## config.mk

```make
export PLATFORM = sky130hd
export DESIGN_NAME = apo_ctrl
export DESIGN_NICKNAME = d
export VERILOG_FILES = /design/src/verilog/apo_pkg.sv /design/src/verilog/apo_tick.sv /design/src/verilog/apo_ctrl.sv
export SDC_FILE = /design/constraint.sdc
export NUM_CORES = 1
export LEC_CHECK = 0
export ABC_CLOCK_PERIOD_IN_PS = 3200
export BUFFER_PORTS_ARGS = -buffer_cell sky130_fd_sc_hd__buf_2
export CAP_MARGIN = 20
export CORE_MARGIN = 2
export CORE_UTILIZATION = 39
export CTS_BUF_LIST = sky130_fd_sc_hd__clkbuf_8
export DETAILED_ROUTE_END_ITERATION = 8
export SETUP_SLACK_MARGIN = 0.02
export SYNTH_ARGS = -nofsm -noshare
export SYNTH_HDL_FRONTEND = slang
export SYNTH_SLANG_ARGS = --single-unit
export TNS_END_PERCENT = 50
```

## constraint.sdc

```tcl
create_clock -name clk -period 3.2 [get_ports clk]
set_input_delay 0.16 -clock clk [delete_from_list [all_inputs] [get_ports clk]]
set_output_delay 0.16 -clock clk [all_outputs]
set_load 0.02 [all_outputs]
```

## src/verilog/apo_pkg.sv

```systemverilog
// Purpose: constants for the alarm protection output block
// Assumes: 16-bit register port, word offsets as printed
// Notes: alarm vector bit n matches mask weight 2**n
package apo_pkg;
    localparam logic [7:0] APO_OFF_CONFIG = 8'h11;
    localparam logic [7:0] APO_OFF_STATUS = 8'h26;
    localparam logic [7:0] APO_OFF_IRQ_STAT = 8'h40;
    localparam logic [7:0] APO_OFF_IRQ_MASK = 8'h41;
    localparam logic [7:0] APO_OFF_CTRL = 8'h42;
    localparam logic [7:0] APO_OFF_TIME_LO = 8'h43;
    localparam logic [7:0] APO_OFF_TIME_HI = 8'h44;
    localparam logic [7:0] APO_OFF_REC_LO = 8'h45;
    localparam logic [7:0] APO_OFF_REC_HI = 8'h46;
    localparam logic [7:0] APO_OFF_STORED = 8'h47;
    localparam int APO_DELAY_LSB = 12;
    localparam int APO_DELAY_W = 4;
    localparam int APO_HEALTHY_BIT = 11;
    localparam logic [15:0] APO_MASK_VALID = 16'h00fe;
    localparam logic [15:0] APO_STORE_MASK = 16'h009e;
    localparam logic [15:0] APO_CONFIG_RST = 16'h0000;
    localparam logic [15:0] APO_CTRL_RST = 16'h0001;
    localparam int APO_CTRL_POL_BIT = 0;
    localparam int APO_CTRL_REVOK_BIT = 1;
    localparam int APO_CLK_HZ = 100_000_000;
    localparam int APO_SEC_MS = 1000;
    localparam int APO_TICK_CYCLES = APO_CLK_HZ / 1000 * APO_SEC_MS;
    localparam int APO_TICK_W = 27;
    localparam logic [2:0] APO_IRQ_RST = 3'h0;
    localparam int APO_IRQ_ALARM = 0;
    localparam int APO_IRQ_OUT = 1;
    localparam int APO_IRQ_CLEAR = 2;
    typedef enum logic [1:0] {
        APO_ST_IDLE = 2'b00,
        APO_ST_WAIT = 2'b01,
        APO_ST_TRIP = 2'b11
    } apo_state_t;
endpackage

```

## src/verilog/apo_tick.sv

```systemverilog
// Purpose: one-second timebase pulse generator
// Assumes: clk at 100 MHz
// Notes: restart realigns the second so a delay counts full seconds
`timescale 1ns/100ps
module apo_tick import apo_pkg::*; #(
    parameter int TICK_CYCLES = APO_TICK_CYCLES
) (
    input wire logic clk,
    input wire logic rst_b,
    input wire logic clk_en,
    input wire logic restart,
    output logic tick
);
    logic [APO_TICK_W-1:0] cnt_q;
    logic [APO_TICK_W-1:0] cnt_d;
    logic tick_d;
    logic tick_q;

    always_comb begin
        tick_d = 1'b0;
        if (restart) begin
            cnt_d = '0;
        end else if (cnt_q == APO_TICK_W'(TICK_CYCLES - 1)) begin
            cnt_d = '0;
            tick_d = 1'b1;
        end else begin
            cnt_d = cnt_q + 1'b1;
        end
    end

    always_ff @(posedge clk or negedge rst_b) begin
        if (!rst_b) begin
            cnt_q <= '0;
            tick_q <= 1'b0;
        end else if (clk_en) begin
            cnt_q <= cnt_d;
            tick_q <= tick_d;
        end
    end

    assign tick = tick_q & clk_en;
endmodule

```

## src/verilog/apo_ctrl.sv

```systemverilog
// Purpose: alarm driven protection output and healthy status
// Assumes: alarm inputs are asynchronous levels from detection logic
// Notes: open-collector output: conduct high means transistor closed
//
// Design decision made here: the address-and-strobe port.
`timescale 1ns/100ps
module apo_ctrl import apo_pkg::*; #(
    parameter int TICK_CYCLES = APO_TICK_CYCLES
) (
    input wire logic clk,
    input wire logic rst_b,
    input wire logic clk_en,
    input wire logic [15:0] alarm_in,
    input wire logic running,
    input wire logic [7:0] reg_addr,
    input wire logic [15:0] reg_wdata,
    input wire logic reg_wr,
    input wire logic reg_rd,
    output logic [15:0] reg_rdata,
    output logic protection_output,
    output logic healthy_indicator,
    output logic irq
);
    logic [15:0] alarm_s1_q;
    logic [15:0] alarm_s2_q;
    logic [15:0] config_q, config_d;
    logic [15:0] ctrl_q, ctrl_d;
    logic [2:0] irq_stat_q, irq_stat_d;
    logic [2:0] irq_mask_q, irq_mask_d;
    logic [15:0] rdata_q, rdata_d;
    logic [31:0] time_q, time_d;
    logic [31:0] operation_time_record_q, operation_time_record_d;
    logic [15:0] stored_q, stored_d;
    logic healthy_q, healthy_d;
    logic out_q, out_d;
    apo_state_t state_q, state_d;
    logic [APO_DELAY_W-1:0] secs_q, secs_d;
    logic tick;
    logic sec_tick;
    logic restart;
    logic [15:0] enabled;
    logic any_enabled;
    logic any_alarm;
    logic [APO_DELAY_W-1:0] delay_sec;
    logic invert;
    logic tripped;
    logic [2:0] events;

    // pins come from the detection logic domain
    always_ff @(posedge clk or negedge rst_b) begin
        if (!rst_b) begin
            alarm_s1_q <= '0;
            alarm_s2_q <= '0;
        end else if (clk_en) begin
            alarm_s1_q <= alarm_in;
            alarm_s2_q <= alarm_s1_q;
        end
    end

    assign enabled = alarm_s2_q & config_q & APO_MASK_VALID;
    // bit 0 and high mask bits drop out via APO_MASK_VALID
    assign any_enabled = |enabled;
    assign any_alarm = |(alarm_s2_q & APO_MASK_VALID);
    assign delay_sec = config_q[APO_DELAY_LSB +: APO_DELAY_W];
    // either flag clear selects the legacy inverted sense
    assign invert = !(ctrl_q[APO_CTRL_POL_BIT] &
                      ctrl_q[APO_CTRL_REVOK_BIT]);
    assign restart = (state_q == APO_ST_IDLE);

    apo_tick #(
        .TICK_CYCLES(TICK_CYCLES)
    ) u_tick (
        .clk(clk),
        .rst_b(rst_b),
        .clk_en(clk_en),
        .restart(restart),
        .tick(tick)
    );

    // free-running second for the operation time; the delay timebase
    // sits in restart while idle and would never count healthy time
    apo_tick #(
        .TICK_CYCLES(TICK_CYCLES)
    ) u_sec (
        .clk(clk),
        .rst_b(rst_b),
        .clk_en(clk_en),
        .restart(1'b0),
        .tick(sec_tick)
    );

    // delay state machine
    always_comb begin
        state_d = state_q;
        secs_d = secs_q;
        case (state_q)
            APO_ST_IDLE: begin
                secs_d = '0;
                if (any_enabled) begin
                    state_d = (delay_sec == '0) ? APO_ST_TRIP
                                                : APO_ST_WAIT;
                end
            end
            APO_ST_WAIT: begin
                if (!any_enabled) begin
                    state_d = APO_ST_IDLE;
                end else if (tick) begin
                    secs_d = secs_q + 1'b1;
                    if (secs_q + 1'b1 >= delay_sec) begin
                        state_d = APO_ST_TRIP;
                    end
                end
            end
            APO_ST_TRIP: begin
                if (!any_enabled) begin
                    state_d = APO_ST_IDLE;
                end
            end
            default: begin
                state_d = APO_ST_IDLE;
            end
        endcase
    end

    assign tripped = (state_d == APO_ST_TRIP);

    // output, health, time and alarm record
    always_comb begin
        out_d = tripped ? invert : !invert;
        healthy_d = running && !any_alarm;
        time_d = time_q;
        if (running && sec_tick) begin
            time_d = time_q + 32'h1;
        end
        operation_time_record_d = operation_time_record_q;
        if (healthy_q && any_alarm) begin
            operation_time_record_d = time_q;
        end
        stored_d = stored_q | (alarm_s2_q & APO_STORE_MASK);
        if (reg_wr && reg_addr == APO_OFF_STORED) begin
            stored_d = (stored_q & ~reg_wdata) |
                       (alarm_s2_q & APO_STORE_MASK);
        end
    end

    // set beats clear on the sticky events
    assign events = {1'b0, out_q != out_d, healthy_q && any_alarm};

    always_comb begin
        config_d = config_q;
        ctrl_d = ctrl_q;
        irq_mask_d = irq_mask_q;
        irq_stat_d = irq_stat_q;
        if (reg_wr) begin
            case (reg_addr)
                APO_OFF_CONFIG: config_d = reg_wdata;
                APO_OFF_CTRL: ctrl_d = reg_wdata & 16'h0003;
                APO_OFF_IRQ_MASK: irq_mask_d = reg_wdata[2:0];
                APO_OFF_IRQ_STAT: irq_stat_d = irq_stat_q & ~reg_wdata[2:0];
                default: ;
            endcase
        end
        irq_stat_d = irq_stat_d | events;
        rdata_d = '0;
        if (reg_rd) begin
            case (reg_addr)
                APO_OFF_CONFIG: rdata_d = config_q;
                APO_OFF_STATUS: rdata_d = 16'(healthy_q) << APO_HEALTHY_BIT;
                APO_OFF_IRQ_STAT: rdata_d = {13'h0, irq_stat_q};
                APO_OFF_IRQ_MASK: rdata_d = {13'h0, irq_mask_q};
                APO_OFF_CTRL: rdata_d = ctrl_q;
                APO_OFF_TIME_LO: rdata_d = time_q[15:0];
                APO_OFF_TIME_HI: rdata_d = time_q[31:16];
                APO_OFF_REC_LO: rdata_d = operation_time_record_q[15:0];
                APO_OFF_REC_HI: rdata_d = operation_time_record_q[31:16];
                APO_OFF_STORED: rdata_d = stored_q;
                default: rdata_d = '0;
            endcase
        end
    end

    always_ff @(posedge clk or negedge rst_b) begin
        if (!rst_b) begin
            state_q <= APO_ST_IDLE;
            secs_q <= '0;
            // conducting, the no-alarm level only once both ctrl flags are set; default polarity drops it next cycle
            out_q <= 1'b1;
            healthy_q <= 1'b0;
            time_q <= '0;
            operation_time_record_q <= '0;
            stored_q <= '0;
            config_q <= APO_CONFIG_RST;
            ctrl_q <= APO_CTRL_RST;
            irq_mask_q <= APO_IRQ_RST;
            irq_stat_q <= APO_IRQ_RST;
            rdata_q <= '0;
        end else if (clk_en) begin
            state_q <= state_d;
            secs_q <= secs_d;
            out_q <= out_d;
            healthy_q <= healthy_d;
            time_q <= time_d;
            operation_time_record_q <= operation_time_record_d;
            stored_q <= stored_d;
            config_q <= config_d;
            ctrl_q <= ctrl_d;
            irq_mask_q <= irq_mask_d;
            irq_stat_q <= irq_stat_d;
            rdata_q <= rdata_d;
        end
    end

    assign protection_output = out_q;
    assign healthy_indicator = healthy_q;
    assign reg_rdata = rdata_q;
    assign irq = |(irq_stat_q & irq_mask_q);

    a_normal_closed: assert property (@(posedge clk) disable iff (!rst_b)
        (clk_en && state_d == APO_ST_IDLE && !invert)
        |=> protection_output)
        else $error("output not conducting in normal state");
    a_zero_delay: assert property (@(posedge clk) disable iff (!rst_b)
        (clk_en && state_q == APO_ST_IDLE && any_enabled && delay_sec == '0)
        |=> state_q == APO_ST_TRIP)
        else $error("zero delay did not trip at once");
    a_wait_on_tick: assert property (@(posedge clk) disable iff (!rst_b)
        (clk_en && state_q == APO_ST_WAIT && any_enabled && !tick)
        |=> state_q == APO_ST_WAIT)
        else $error("trip before a second elapsed");
    a_inverted_sense: assert property (@(posedge clk) disable iff (!rst_b)
        (clk_en && state_d == APO_ST_TRIP && invert)
        |=> protection_output)
        else $error("inverted sense not closed on trip");
    a_masked_alarm: assert property (@(posedge clk) disable iff (!rst_b)
        (clk_en && state_q == APO_ST_IDLE && !any_enabled)
        |=> state_q == APO_ST_IDLE)
        else $error("disabled alarm left idle");
    a_delay_field: assert property (@(posedge clk) disable iff (!rst_b)
        delay_sec == config_q[15:12])
        else $error("delay field misplaced");
    a_ignored_bits: assert property (@(posedge clk) disable iff (!rst_b)
        (enabled & 16'hff01) == 16'h0)
        else $error("unused mask position acted");
    a_healthy_bit: assert property (@(posedge clk) disable iff (!rst_b)
        (clk_en && reg_rd && reg_addr == APO_OFF_STATUS)
        |=> reg_rdata[11] == $past(healthy_indicator))
        else $error("status bit 11 mismatch");
    a_record_time: assert property (@(posedge clk) disable iff (!rst_b)
        (clk_en && healthy_q && any_alarm)
        |=> !healthy_indicator &&
            operation_time_record_q == $past(time_q))
        else $error("alarm did not record time");
    a_no_underspeed: assert property (@(posedge clk) disable iff (!rst_b)
        stored_q[5] == 1'b0)
        else $error("underspeed stored");
    a_cancel_wait: assert property (@(posedge clk) disable iff (!rst_b)
        (clk_en && state_q == APO_ST_WAIT && !any_enabled)
        |=> state_q == APO_ST_IDLE && secs_d == '0)
        else $error("pending change not cancelled");
endmodule

```

==> metrics.csv <==
stage,metric,value,unit
run_status,outcome,"finished, final reports clean",
global_route,grt_max_degree,92,
place,hpwlAfterDp,15300,um
timing,clock_skew,0.0162,ns
setup_path,reg2reg_slack,0.92,ns
drt,via_count,6758,
timing,fin_crit,2.28,ns
clock_tree,clk_pin_slew,0.10,ns
floorplanning,rows,56,
floorplanning,coreArea,23500,sq um
power_and_ir_drop,comb_power_share,7.3,%
global_route,grt_remaining_overflow,0,
power_and_ir_drop,p_sw_share,24.0,%
setup_path,crit_type,flip-flop to flip-flop,
yosys,yosysSeqAreaShare,52.8,%
clock_tree,h-tree-depth,4,
yosys,async_flop_share,100,%
setup_path,ff2ff_path_depth,7,
drt,antenna_left,0,
place,dpl_worst_slack,0.707,ns
floorplanning,ios,65,
clock_tree,clock_latency,0.48,ns
setup_path,max_stage_delay,0.70,ns
setup_path,cp_slowest_cell,nor4_1,
drt,first_pass_iters,5,
timing,hold_violations,0,
drt,wl_met3,981,um
global_route,first_global_vias,6703,
yosys,syn_area,9390,sq um
timing,worst_slack,0.916,ns
drt,wl_met1,10800,um
drt,wl_met2,9900,um
place,gp_congestion,0.812,
setup_path,cp_num_cells,7,
setup_path,critPathArrivalTime,2.61,ns
power_and_ir_drop,cellLeakagePower,4.82,nW
setup_path,timing.rr.start,u_tick.cnt_q[0]$_DFFE_PN0P_,
yosys,synth-edff-count,0,
drt,drt_iter0_markers,564,
clock_tree,numCtsBuffers,17,
yosys,synth.distinct_cells,67,
power_and_ir_drop,p_clk_share,38.1,%
power_and_ir_drop,vdd_ir_drop_max,0.316,mV
power_and_ir_drop,p_per_area,457,nW/um^2
global_route,antenna_found_initial,0,
setup_path,path_buf_inv,1,
timing,setup_viol,0,
timing,final.period_utilization,71.4,%
drt,routed_wl,22000,um
timing,finalMaxSlewViolations,0,
timing,setup_tns,0,ns
floorplanning,die_w,159,um
timing,clock.fmax,0.438,GHz
global_route,grt_pass1_wl,36400,um
floorplanning,die_area,25300,sq um
drt,highest_layer,met4,
drt,vias_per_cell,5.34,
floorplanning,start_util,39.9,%
timing,slew_headroom,48.0,%
setup_path,critPathTopFamily,simple AND/OR/NAND/NOR gates,
finish,syn_to_final_growth,14.4,%
yosys,ys_warn_count,0,
finish,fin_nets,988,
timing,grt_setup_unrepaired,no,
yosys,synth_top_area_cell,dfrtp_1,
setup_path,startpoint_type,flip-flop,
setup_path,crit_path_max_fanout,6,
finish,drive_above_1_share,20.3,%
clock_tree,cts-resized-gates,0,
yosys,syn_area_per_cell,10.9,sq um
setup_path,reg2reg_to,u_tick.cnt_q[16]$_DFFE_PN0P_,
setup_path,worstPathCellList,ha_1 > inv_1 > nor4_1 > and4_1 > nand3_1 > nand2_1 > a31oi_1,
power_and_ir_drop,pwr-share-seq,54.6,%
yosys,syn_inst,858,
finish,fillers,2207,
yosys,synth-seq-cells,198,
floorplanning,die_h,159,um
job,cap_violations,0,
setup_path,crit_end,u_tick.cnt_q[16]$_DFFE_PN0P_,
yosys,synth_top_area_share,52.2,%
yosys,ys_top_cells_by_area,"dfrtp_1 (52%), mux2_2 (8.6%), xor2_1 (3.9%), nand2_1 (3.4%), xnor2_1 (2.7%)",
setup_path,cp_data_required_time,3.52,ns
yosys,syn_nets,912,
setup_path,cp-startpoint,u_tick.cnt_q[0]$_DFFE_PN0P_,
power_and_ir_drop,power.switching,0.00118,W
drt,drc_errors,0,
finish,final_core_util,45.6,%
drt,post_drt_wl_per_cell,17.4,um
clock_tree,cts_tree,built,
timing,tightest_slew,0.773,ns
place,portBuffers,55,
clock_tree,root_buffer,clkbuf_8,
setup_path,end_kind,flip-flop,
clock_tree,cts.sink_count,198,
global_route,grt.total_usage,17.9,%
clock_tree,clockBufferDepth,2,
finish,num_antenna_cells,0,
yosys,ys.flop_type,dfrtp_1,
power_and_ir_drop,p_int,0.00374,W
min_path,hp-class,primary input to flip-flop,
## worst register-to-register path: stages (launching register included)
cell and delay, ns:
dfrtp_1 0.39, ha_1 0.34, inv_1 0.13, nor4_1 0.71
and4_1 0.36, nand3_1 0.09, nand2_1 0.07, a31oi_1 0.08
## synth_stat cells (all sizes together), types with 8 or more instances
master and n:
nand2 85, buf 17, o21ai 37, nand4 21, nand3 43, xnor2 29
clkbuf 20, nor2 59, a21boi 12, a221oi 14, ha 8, a22oi 17
o22ai 19, nor3 13, nand2b 9, mux2 79, and3 19, and4 8
dfrtp 196, inv 31, xor2 42, a21oi 8
## registers in the layout, summed over array words and instances, names as in the netlist, 2 cells and up
signal,flops
operation_time_record_q,32
time_q,32
u_sec.cnt_q,27
u_tick.cnt_q,27
config_q,16
reg_rdata,16
stored_q,16
alarm_s1_q,7
alarm_s2_q,7
secs_q,4
irq_mask_q,3
irq_stat_q,3
ctrl_q,2
state_q,2
## power by group through the flow
stage	logic, W	clock network, W	registers (W)
detailed placement	0.000343	0	0.00273
global route	0.000406	0.00203	0.00270
floorplan	0.000210	0	0.00270
finish	0.000360	0.00187	0.00268
CTS	0.000367	0.00192	0.00268
global placement	0.000336	0	0.00273
## placed cells by master, fill, tap and decap left out, drive strengths merged, types with 2 or more instances in the layout
cell type	instances
ha	8
and2	3
a222oi	2
buf	69
clkbuf	21
mux2	79
o31ai	3
dfstp	2
nor2	59
a21boi	12
nand4	21
a31oi	6
and4	8
o22ai	19
xor2	42
dlygate4sd3	24
a221oi	14
nand2	85
mux4	2
nor4	7
bufinv	5
nor3	13
and3	19
a21oi	8
a22o	7
nand2b	9
clkinv	4
nor2b	7
clkinvlp	2
a211oi	4
o21ai	37
mux2i	6
nor4b	3
a22oi	17
inv	32
dfrtp	196
nand3	43
xnor2	29
## worst min-delay path by stage
| stage | startpoint | endpoint | depth (start not counted) |
|---|---|---|---|
| 2_1_floorplan | rst_b | alarm_s1_q[1]$_DFFE_PN0P_ | 0 |
| 3_3_place_gp | rst_b | u_tick.cnt_q[24]$_DFFE_PN0P_ | 1 |
| 3_5_place_dp | rst_b | u_tick.cnt_q[24]$_DFFE_PN0P_ | 1 |
| 4_1_cts | reg_wdata[1] | irq_mask_q[1]$_DFFE_PN0P_ | 2 |
| 5_1_grt | reg_wdata[1] | irq_mask_q[1]$_DFFE_PN0P_ | 2 |
| 6_report | reg_wdata[1] | irq_mask_q[1]$_DFFE_PN0P_ | 2 |
## final cells by class
cell class / count / area (sq um) / share of cell area [%]
Inverter: 32 / 120 / 1.12
Clock buffer: 20 / 275 / 2.56
Clock inverter: 11 / 196 / 1.83
Sequential cell: 198 / 4960 / 46.1
Multi-Input combinational cell: 591 / 4150 / 38.6
Timing Repair Buffer: 94 / 649 / 6.04
Tap cell: 319 / 399 / 3.71
## kinds of logic (layout without fill, tap and decap cells)
family,after synthesis,in the layout,share of synthesized area (%)
and+or+nand+nor,285,285,15.7
DFF,198,198,52.8
AOI/OAI and AO/OA,140,140,10.1
muxes,87,87,10.6
xor gates and xnor gates,71,71,6.62
buffers and inverters,69,157,3.10
adders and majority gates,8,8,1.07
## what timing repair did
item | 4_1_cts | 5_1_grt
hold endpoints to repair | 127 | 0
hold buffers | 24 | 0
setup buffers | 0 | 0
## stage by stage
stage / std cells / hold WS (ns) / cell area [sq um] / power, W
after floorplan: 858 / -0.136 / 9390 / 0.00291
after global placement: 1210 / 0.277 / 10000 / 0.00307
after detailed placement: 1210 / 0.265 / 10000 / 0.00308
after CTS: 1265 / 0.000348 / 10700 / 0.00497
after global routing: 1265 / 0.0216 / 10700 / 0.00513
final: 1265 / 0.0284 / 10700 / 0.00491
## metal layers
metal	GRT usage, %	up-vias
met5	0	-
met4	4.63	0
met3	3.59	21
met2	27.4	147
met1	26.1	3388
li1	-	3202
(Power assumes the default switching activity.)
